File: config.mk
export PLATFORM = sky130hd
export DESIGN_NAME = psdc_core
export DESIGN_NICKNAME = d
export VERILOG_FILES = /design/src/rtl/psdc_pkg.sv /design/src/rtl/psdc_core.sv
export VERILOG_INCLUDE_DIRS = /design/src /design/src/rtl
export SDC_FILE = /design/constraint.sdc
export NUM_CORES = 1
export LEC_CHECK = 0
export ABC_AREA = 1
export BUFFER_PORTS_ARGS = -buffer_cell sky130_fd_sc_hd__buf_2
export CORE_MARGIN = 8
export CORE_UTILIZATION = 35
export CTS_BUF_LIST = sky130_fd_sc_hd__clkbuf_4
export CTS_CLUSTER_SIZE = 8
export DETAILED_ROUTE_END_ITERATION = 8
export GPL_TIMING_DRIVEN = 0
export HOLD_SLACK_MARGIN = 0.15
export PLACE_DENSITY_LB_ADDON = 0.3
export SYNTH_ARGS = -nofsm -noshare
export SYNTH_HDL_FRONTEND = slang
export SYNTH_SLANG_ARGS = --single-unit
File: constraint.sdc
create_clock -name clk -period 7.46 [get_ports clk]
set_input_delay 1.492 -clock clk [delete_from_list [all_inputs] [get_ports clk]]
set_output_delay 1.492 -clock clk [all_outputs]
set_load 0.01 [all_outputs]
File: src/rtl/psdc_regs.svh
// Purpose: bit positions, widths and timing figures of the synthesizer core
// Assumes: serial word is 18 bits, address bit in bit 0
// Notes:   definitions only
`ifndef PSDC_REGS_SVH
`define PSDC_REGS_SVH

`define PSDC_SHIFT_W        18
`define PSDC_ADDR_BIT       0
`define PSDC_ADDR_REF       1'h1
`define PSDC_ADDR_FB        1'h0

`define PSDC_REF_LATCH_W    14
`define PSDC_REF_RATIO_W    10
`define PSDC_REF_RATIO_LSB  0
`define PSDC_REF_FLOAT_BIT  10
`define PSDC_REF_POL_BIT    11
`define PSDC_REF_RSV_BIT    12
`define PSDC_REF_TEST_BIT   13

`define PSDC_FB_LATCH_W     17
`define PSDC_FB_SLEEP_BIT   0
`define PSDC_FB_CLEAR_BIT   1
`define PSDC_FB_SWALLOW_LSB 2
`define PSDC_FB_SWALLOW_W   5
`define PSDC_FB_MAIN_LSB    7
`define PSDC_FB_MAIN_W      10

`define PSDC_PRESCALE_P     32
`define PSDC_CLK_MHZ        200
`define PSDC_REF_MAX_MHZ    40
`define PSDC_PFD_MAX_MHZ    10
`define PSDC_CLK_PER_REF    (`PSDC_CLK_MHZ / `PSDC_REF_MAX_MHZ)

`endif

File: src/rtl/psdc_pkg.sv
// Purpose: types shared by the synthesizer core and its bench
// Assumes: psdc_regs.svh supplies the widths
// Notes:   mode codes are one-hot
`include "psdc_regs.svh"
package psdc_pkg;

    typedef enum logic [2:0] {
        MODE_RUN   = 3'b001,
        MODE_CLEAR = 3'b010,
        MODE_SLEEP = 3'b100
    } psdc_mode_t;

    typedef struct packed {
        logic clk;
        logic data;
        logic load;
    } psdc_serial_t;

    typedef struct packed {
        logic level;
        logic oeN;
    } psdc_pump_t;

    typedef struct packed {
        logic [`PSDC_SHIFT_W-1:0]      shiftReg;
        logic [`PSDC_REF_LATCH_W-1:0]  refLatch;
        logic [`PSDC_FB_LATCH_W-1:0]   fbLatch;
        logic                          serialClkPrev;
        logic                          loadPrev;
        logic                          refClkPrev;
        logic                          preOutPrev;
        logic [`PSDC_REF_RATIO_W-1:0]  refCnt;
        logic [`PSDC_FB_SWALLOW_W-1:0] swCnt;
        logic [`PSDC_FB_MAIN_W-1:0]    mainCnt;
        logic                          refFlag;
        logic                          fbFlag;
        logic                          refOut;
        logic                          fbOut;
        psdc_mode_t                    mode;
        psdc_pump_t                    pump;
        logic                          modulusSel;
        logic                          refOscEnable;
        logic                          rfInputEnable;
    } psdc_state_t;

endpackage

File: src/rtl/psdc_core.sv
// Purpose: serial load port, reference and feedback dividers, detector and pump control
// Assumes: all pins are synchronous to clk; clk far faster than ref and prescaler edges
// Notes:   pump pin is level plus active-low enable; outputs are registered
// Behaviour
// - serial bit shifts in on serial clock rise
// - load strobe rise copies data to latch
// - address 1 reference latch, 0 feedback latch
// - reference latch field layout, bits above ignored
// - reference divider ratio 2 to 1023
// - reference divider runs from reference clock
// - feedback: 5-bit swallow, 10-bit main counter
// - feedback ratios 992 to 32767 continuous
// - prescaler 32/33, counters choose modulus
// - detector compares dividers, requests up/down
// - polarity bit swaps up and down
// - up to supply, down to ground, else float
// - test mode puts divider output on pump
// - enable pin low powers down, floats pump
// - sleep bit stops dividers and inputs
// - powered down floats pump and detector
// - counter clear restarts dividers aligned
// - serial port works in every power mode
// - A cycles of 33, then B-A of 32
// - control pair selects sync, clear, async
// - test polarity selects reference or feedback
`include "psdc_regs.svh"
module psdc_core (
    input  wire logic                  clk,           // core clock, 200 MHz
    input  wire logic                  rst,           // async reset, active high
    input  wire logic                  clkEn,         // freezes all state while low
    input  wire psdc_pkg::psdc_serial_t serialIn,     // serial clock, data, load strobe
    input  wire logic                  chipEnable,    // device enable pin
    input  wire logic                  refClockIn,    // reference oscillator level
    input  wire logic                  prescalerOut,  // prescaler output level
    output logic                       modulusSel,    // 1 asks prescaler for 33
    output psdc_pkg::psdc_pump_t       pumpOutput,    // pump pin level and enable
    output logic                       refOscEnable,  // reference input biased
    output logic                       rfInputEnable  // rf input biased
);

    ////////////////////////////////////////////////////////////////////////////////
    psdc_pkg::psdc_state_t st;
    psdc_pkg::psdc_state_t next_st;

    logic                          serEdge;
    logic                          ldEdge;
    logic                          refEdge;
    logic                          preEdge;
    logic                          refPulse;
    logic                          fbPulse;
    logic                          upReq;
    logic                          dnReq;
    logic [`PSDC_REF_RATIO_W-1:0]  refRatio;
    logic [`PSDC_FB_SWALLOW_W-1:0] swallowCount;
    logic [`PSDC_FB_MAIN_W-1:0]    mainCount;
    logic                          pumpFloatBit;
    logic                          detectorPolarityBit;
    logic                          testBit;
    logic                          sleepBit;
    logic                          counterClearBit;
    logic                          asyncDown;

    assign refRatio            = st.refLatch[`PSDC_REF_RATIO_LSB +: `PSDC_REF_RATIO_W];
    assign pumpFloatBit        = st.refLatch[`PSDC_REF_FLOAT_BIT];
    assign detectorPolarityBit = st.refLatch[`PSDC_REF_POL_BIT];
    assign testBit             = st.refLatch[`PSDC_REF_TEST_BIT];
    assign swallowCount        = st.fbLatch[`PSDC_FB_SWALLOW_LSB +: `PSDC_FB_SWALLOW_W];
    assign mainCount           = st.fbLatch[`PSDC_FB_MAIN_LSB +: `PSDC_FB_MAIN_W];
    assign sleepBit            = st.fbLatch[`PSDC_FB_SLEEP_BIT];
    assign counterClearBit     = st.fbLatch[`PSDC_FB_CLEAR_BIT];

    assign serEdge   = serialIn.clk & ~st.serialClkPrev;
    assign ldEdge    = serialIn.load & ~st.loadPrev;
    assign refEdge   = refClockIn & ~st.refClkPrev;
    assign preEdge   = prescalerOut & ~st.preOutPrev;
    // enable pin low or both control bits set: down at once, no pulse gating
    assign asyncDown = ~chipEnable | (counterClearBit & sleepBit);

    ////////////////////////////////////////////////////////////////////////////////
    always_comb begin
        next_st               = st;
        refPulse              = 1'b0;
        fbPulse               = 1'b0;
        upReq                 = 1'b0;
        dnReq                 = 1'b0;
        next_st.serialClkPrev = serialIn.clk;
        next_st.loadPrev      = serialIn.load;
        next_st.refClkPrev    = refClockIn;
        next_st.preOutPrev    = prescalerOut;

        // serial path ignores power mode so software can reprogram while asleep
        if (serEdge) begin
            next_st.shiftReg = {st.shiftReg[`PSDC_SHIFT_W-2:0], serialIn.data};
        end
        if (ldEdge) begin
            if (st.shiftReg[`PSDC_ADDR_BIT] == `PSDC_ADDR_REF) begin
                next_st.refLatch = st.shiftReg[`PSDC_REF_LATCH_W:1];
            end else begin
                next_st.fbLatch = st.shiftReg[`PSDC_FB_LATCH_W:1];
            end
        end

        case (st.mode)
            psdc_pkg::MODE_RUN: begin
                if (asyncDown) begin
                    next_st.mode = psdc_pkg::MODE_SLEEP;
                end else if (counterClearBit) begin
                    next_st.mode = psdc_pkg::MODE_CLEAR;
                end else if (sleepBit && !st.refFlag && !st.fbFlag) begin
                    // wait for the pump pulse in flight to end
                    next_st.mode = psdc_pkg::MODE_SLEEP;
                end
            end
            psdc_pkg::MODE_CLEAR: begin
                if (asyncDown) begin
                    next_st.mode = psdc_pkg::MODE_SLEEP;
                end else if (!counterClearBit) begin
                    next_st.mode = sleepBit ? psdc_pkg::MODE_SLEEP : psdc_pkg::MODE_RUN;
                end
            end
            psdc_pkg::MODE_SLEEP: begin
                if (chipEnable && !sleepBit) begin
                    next_st.mode = counterClearBit ? psdc_pkg::MODE_CLEAR
                                                   : psdc_pkg::MODE_RUN;
                end
            end
            default: begin
                next_st.mode = psdc_pkg::MODE_SLEEP;
            end
        endcase

        if (st.mode != psdc_pkg::MODE_RUN) begin
            // both dividers parked at their reload values, so they restart together
            next_st.refCnt  = refRatio;
            next_st.mainCnt = mainCount;
            next_st.swCnt   = swallowCount;
            next_st.refFlag = 1'b0;
            next_st.fbFlag  = 1'b0;
            next_st.refOut  = 1'b0;
            next_st.fbOut   = 1'b0;
        end else begin
            if (refEdge) begin
                // ratios below 2 are the host's fault; they give a pulse each edge
                if (st.refCnt <= 10'h001) begin
                    next_st.refCnt = refRatio;
                    refPulse       = 1'b1;
                end else begin
                    next_st.refCnt = st.refCnt - 10'h001;
                end
                next_st.refOut = refPulse;
            end
            if (preEdge) begin
                // total = 33*A + 32*(B-A) = 32*B + A prescaler input cycles
                if (st.mainCnt <= 10'h001) begin
                    next_st.mainCnt = mainCount;
                    next_st.swCnt   = swallowCount;
                    fbPulse         = 1'b1;
                end else begin
                    next_st.mainCnt = st.mainCnt - 10'h001;
                    if (st.swCnt != 5'h00) begin
                        next_st.swCnt = st.swCnt - 5'h01;
                    end
                end
                next_st.fbOut = fbPulse;
            end
            if (pumpFloatBit && !testBit) begin
                next_st.refFlag = 1'b0;
                next_st.fbFlag  = 1'b0;
            end else if ((st.refFlag | refPulse) && (st.fbFlag | fbPulse)) begin
                next_st.refFlag = 1'b0;
                next_st.fbFlag  = 1'b0;
            end else begin
                next_st.refFlag = st.refFlag | refPulse;
                next_st.fbFlag  = st.fbFlag | fbPulse;
            end
        end

        // reference ahead means feedback lags; polarity picks which way to pump
        upReq = detectorPolarityBit ? st.refFlag : st.fbFlag;
        dnReq = detectorPolarityBit ? st.fbFlag : st.refFlag;

        next_st.modulusSel    = (next_st.swCnt != 5'h00);
        next_st.refOscEnable  = (next_st.mode != psdc_pkg::MODE_SLEEP);
        next_st.rfInputEnable = (next_st.mode != psdc_pkg::MODE_SLEEP);
        // a pulse landing in the cycle that leaves run must not leave a flag set
        if (next_st.mode != psdc_pkg::MODE_RUN) begin
            next_st.refFlag = 1'b0;
            next_st.fbFlag  = 1'b0;
        end
        if (next_st.mode != psdc_pkg::MODE_RUN) begin
            next_st.pump = '{level: 1'b0, oeN: 1'b1};
        end else if (testBit) begin
            next_st.pump.level = detectorPolarityBit ? st.fbOut : st.refOut;
            next_st.pump.oeN   = 1'b0;
        end else if (pumpFloatBit) begin
            next_st.pump = '{level: 1'b0, oeN: 1'b1};
        end else if (upReq) begin
            next_st.pump = '{level: 1'b1, oeN: 1'b0};
        end else if (dnReq) begin
            next_st.pump = '{level: 1'b0, oeN: 1'b0};
        end else begin
            next_st.pump = '{level: 1'b0, oeN: 1'b1};
        end
    end

    ////////////////////////////////////////////////////////////////////////////////
    always_ff @(posedge clk or posedge rst) begin
        if (rst) begin
            st      <= '0;
            st.mode <= psdc_pkg::MODE_SLEEP;
            st.pump <= '{level: 1'b0, oeN: 1'b1};
        end else if (clkEn) begin
            st <= next_st;
        end
    end

    assign modulusSel    = st.modulusSel;
    assign pumpOutput    = st.pump;
    assign refOscEnable  = st.refOscEnable;
    assign rfInputEnable = st.rfInputEnable;
endmodule

# Word-level counts from Yosys, hierarchy flattened
# Cells that the tools add are included.
totals:
  output_inout_bits: 5
  wordCells: 96
  regBits: 89
  inputBits: 9
op_classes:
  n_eq_ne: 6
  n_addsub: 3
  n_reduce_logical: 18
  n_mux: 34
  bitwise: 14
  order_cmp: 2
ops:
  columns: ["op", "count"]
  rows:
  - ["$mux 15", 2]
  - ["$mux 29", 1]
  - ["$mux 3", 7]
  - ["$le 10x1->1 const B", 2]
  - ["$mux 10", 2]
  - ["$sub 10x1->10 const B", 2]
  - ["$mux 2", 8]
  - ["$mux 1", 12]
  - ["$reduce_bool 5->1", 2]
  - ["$pmux 3 s3", 1]
  - ["$ne 3x1->1 const B", 2]
  - ["$not 1->1", 6]
  - ["$reduce_and 2->1", 3]
  - ["$reduce_and 3->1", 2]
  - ["$and 1x1->1", 5]
  - ["$logic_and 1x1->1", 5]
  - ["$mux 5", 1]
  - ["$sub 5x1->5 const B", 1]
  - ["$logic_not 1->1", 4]
  - ["$reduce_bool 2->1", 2]
  - ["$eq 3x1->1 const B", 1]
  - ["$eq 3x2->1 const B", 1]
  - ["$eq 3x3->1 const B", 1]
  - ["$ne 3x3->1 const B", 1]
  - ["$or 1x1->1", 3]

# Logic depth before layout (Yosys ltp)
logic_depth:
  ltp_word: 10
  depth_mapped: 12

# Worst setup path after synthesis
# No wires, ideal clock.
synth_path:
  path_type: "in2reg"
  start: "in prescalerOut"
  end: "reg st[17] (netlist bit)"
  slack_ps: 4996
  path_stages: 9
  t_arrival_ps: 2345
  t_required_ps: 7341
  setup_time_ps: 119
  path_cell_list: "nand2_1 > inv_2 > nor2_1 > inv_2 > nand2_4 > inv_2 > buf_6 > o22ai_1 > inv_1"
synth_between:
  elab_chain_cells: 3
synth_rtl:
  columns: ["item", "line_no", "source"]
  rows:
  - ["from (decl)", "psdc_core.sv:34", "input wire logic prescalerOut,"]
  - ["$and 1x1->1", "psdc_core.sv:75", "assign preEdge = prescalerOut & ~st.preOutPrev;"]
  - ["$reduce_bool 2->1 (no source line)", null, null]
  - ["$reduce_and 2->1 (no source line)", null, null]
  - ["to (signal assigned)", "psdc_core.sv:213", "st <= next_st;"]
  - ["to (decl)", "psdc_core.sv:42", "psdc_pkg::psdc_state_t st;"]
# Every way passes these cells.
# A chain may end at the register's enable or synchronous reset.

# Worst setup path after layout
layout_path:
  start: "reg st (netlist bit pumpOutput[0])"
  end: "out pumpOutput[0] (netlist bit)"
layout_lines:
  columns: ["item", "line_no", "source"]
  rows:
  - ["to (decl)", "psdc_core.sv:36", "output psdc_pkg::psdc_pump_t pumpOutput,"]
# No word-level cell between the ends.

==> flow_summary.ini <==
[finish]
final_cell_area_um2 = 4780
nFillCells = 1238
area_delta_synth_final_pct = 10.3
drive_above_1_share_pct = 13.0
regArea_um2 = 2200
fin_nets = 563
multi_input_area_um2 = 1770

[flow_run]
max_cap_viol_count = 0

[global_route]
use_met2_pct = 20.3
grt_pass1_vias = 3518
top_usage_layer = met2
use_met1_pct = 17.1
grtUsageMet3_pct = 2.33
grt_pass1_wl_um = 17100
grt_usage_pct = 13.0
grt_max_degree = 50
grt_overflow_total = 0
grt_antenna_before_repair = 1

[yosys]
ys_ff_latch = 88
ys_seq_area_share_pct = 50.9
syn_area_um2 = 4330
syn-instance-count = 524
yosys.cell_types.count = 41
syn_nets = 538
synth.area.top_cells = dfrtp_1 50%, nand2_1 11%, o21ai_0 9.1%
syn-mean-instance-area_um2 = 8.27
ys_warn_count = 0
synth_top_area_cell = dfrtp_1
netlist.area_leader.share_pct = 49.7

[worst_setup_path]
slowest_stage = dfstp_2
crit_end = pumpOutput[0]
reg2reg_slack_ns = 5.51
cp.depth = 2
r2r_end = st[14]$_DFFE_PP0P_
cpLargestDelayFamily = flip-flops
crit_path_start_kind = flop
cp-startpoint = pumpOutput[0]$_DFFE_PP1P_
r2r_cells = 8
path_cells = buf_4 > buf_2
r2r_start = st[12]$_DFFE_PP0P_
max_stage_delay_ns = 0.56
cp-end-kind = output port
crit_type = reg -> out
worst_ep_arrival_time_ns = 1.20
required_ns = 5.97
critPathMaxFanout = 2
crit_buf_inv = 2

[hold_path]
min_path_type = reg -> reg

[floorplan]
die_h_um = 127
design.portCount = 14
die_w_um = 127
row_count = 40
die_area_um2 = 16200
initial_core_util_pct = 35.9
coreArea_um2 = 12100

[clock_tree]
root_buffer = clkbuf_4
clk_pin_slew_ns = 0.15
cts_hold_buf = 0
htreeDepth = 3
clockBufferDepth = 2
cts_setup_buffers = 0
cts_resized = 0
clk_latency_ns = 0.44
cts_tree = yes
numCtsBuffers = 9
cts.sinks = 88

[detailed_routing]
drt_first_pass_iters = 4
drt_iter0_markers = 269
remaining_drc_errors = 0
wire_per_inst_um = 13.6
num_vias = 3508
wl_um = 9830
drtAntennaViolNets = 0
via_per_inst = 4.85

[timing]
clock.fmax_mhz = 372
hold_viol = 0
finalClockSkew_ns = 0.0253
rsz0062_at_grt = false
finalMaxSlewViolations = 0
fin_crit_sh_pct = 36.1
slew_headroom_pct = 65.2
fin_setup_tns_ns = 0
setup_viol = 0
finalWorstSetupSlack_ns = 4.77
finalHoldWorstSlack_ns = 0.500
min_period_ns = 2.69
tightest_slew_ns = 0.521

[power]
total_power_uw = 1490
vdd_drop_max_uv = 87.9
powerDensity_nw_per_um2 = 312
leakagePower_uw = 0.00223

[place]
numPortBuffers = 13
hpwlAfterDp_um = 7360
place_area_um2 = 4640
place.gp.congestion = 0.775
pre_cts_ws_ns = 4.62

[run_status]
status = completed
## state kept, by name, indices dropped and copies added (netlist names)
register             cells
modulusSel               1
detectorPolarityBit      1
pumpOutput               2
mainCount               10
st                      60
rfInputEnable            1
sleepBit                 1
refRatio                10
counterClearBit          1
pumpFloatBit             1
## layout by cell type, fill, tap and decap left out, types with 11 or more instances in the layout
cell	count
buf_2	17
dfrtp_1	86
nor2_1	37
o22ai_1	11
nand3_1	23
a21oi_1	17
clkbuf_4	11
inv_1	56
nand2_1	122
o21ai_0	79
## layout make-up
cell class / count / area share [%]
buffer: 19 / 2.38
tap: 168 / 4.40
antenna: 1 / 0.0524
clock inverter: 5 / 1.20
timing repair buffer: 14 / 1.94
clock buffer: 11 / 1.73
sequential: 88 / 46.1
multi-input combinational: 353 / 37.1
inverter: 64 / 5.08
## Yosys cell counts, drive strengths merged
master and instances:
a2111oi 1, a211oi 1, a21oi 17, a22oi 1, a31oi 5, buf 10, clkbuf 9, dfrtp 86
dfstp 2, ha 5, inv 64, mux2 2, nand2 128, nand3 24, nand3b 2, nand4 2
nor2 44, nor3 5, nor3b 1, o211ai 4, o21a 2, o21ai 88, o21bai 1, o22ai 11
o31ai 2, or2 1, xor2 6
## logic make-up (layout without fill, tap and decap cells)
family / count (synthesis) / after routing / share of synthesized area, %
simple gates: 207 / 207 / 20.9
compound gates: 133 / 133 / 16.9
buf+inv: 83 / 113 / 8.17
mux: 2 / 2 / 0.520
flops: 88 / 88 / 50.9
other cells: 0 / 1 / 0
xor+xnor: 6 / 6 / 1.21
fa+ha+maj: 5 / 5 / 1.44
## how the worst min path moves through the flow
stage / depth (start not counted) / start / end / slack (ns)
after floorplan: 2 / st[43]$_DFFE_PP0P_ / st[43]$_DFFE_PP0P_ / 0.44
after global placement: 2 / st[83]$_DFFE_PP0P_ / st[83]$_DFFE_PP0P_ / 0.47
after detailed placement: 2 / st[87]$_DFFE_PP0P_ / st[87]$_DFFE_PP0P_ / 0.47
after CTS: 2 / st[83]$_DFFE_PP0P_ / st[83]$_DFFE_PP0P_ / 0.50
after global routing: 2 / st[43]$_DFFE_PP0P_ / st[43]$_DFFE_PP0P_ / 0.53
final: 2 / st[84]$_DFFE_PP0P_ / st[84]$_DFFE_PP0P_ / 0.50
## tightest hold or removal path, delay by kind of cell (launching register included)
kind	cells	cell delay, ns
compound gates	1	0.06
flops	1	0.36
simple gates	1	0.05
## where the power goes
group / switching, µW / internal, µW
Combinational: 350 / 195
Clock: 166 / 111
Sequential: 82.3 / 587
## metal layers
layer / share of wire, % / routed length (µm)
met4: 2.1 / 203
met1: 49 / 4770
met3: 3.0 / 290
met2: 46 / 4570
met5: 0 / 0
## metrics by stage
stage          std cells  utilization, %
2_1_floorplan        524               -
4_1_cts              722            39.6
6_report             723            39.6
3_5_place_dp         706            38.4
3_3_place_gp         705            38.2
5_1_grt              723            39.6
(Power assumes the default switching activity.)
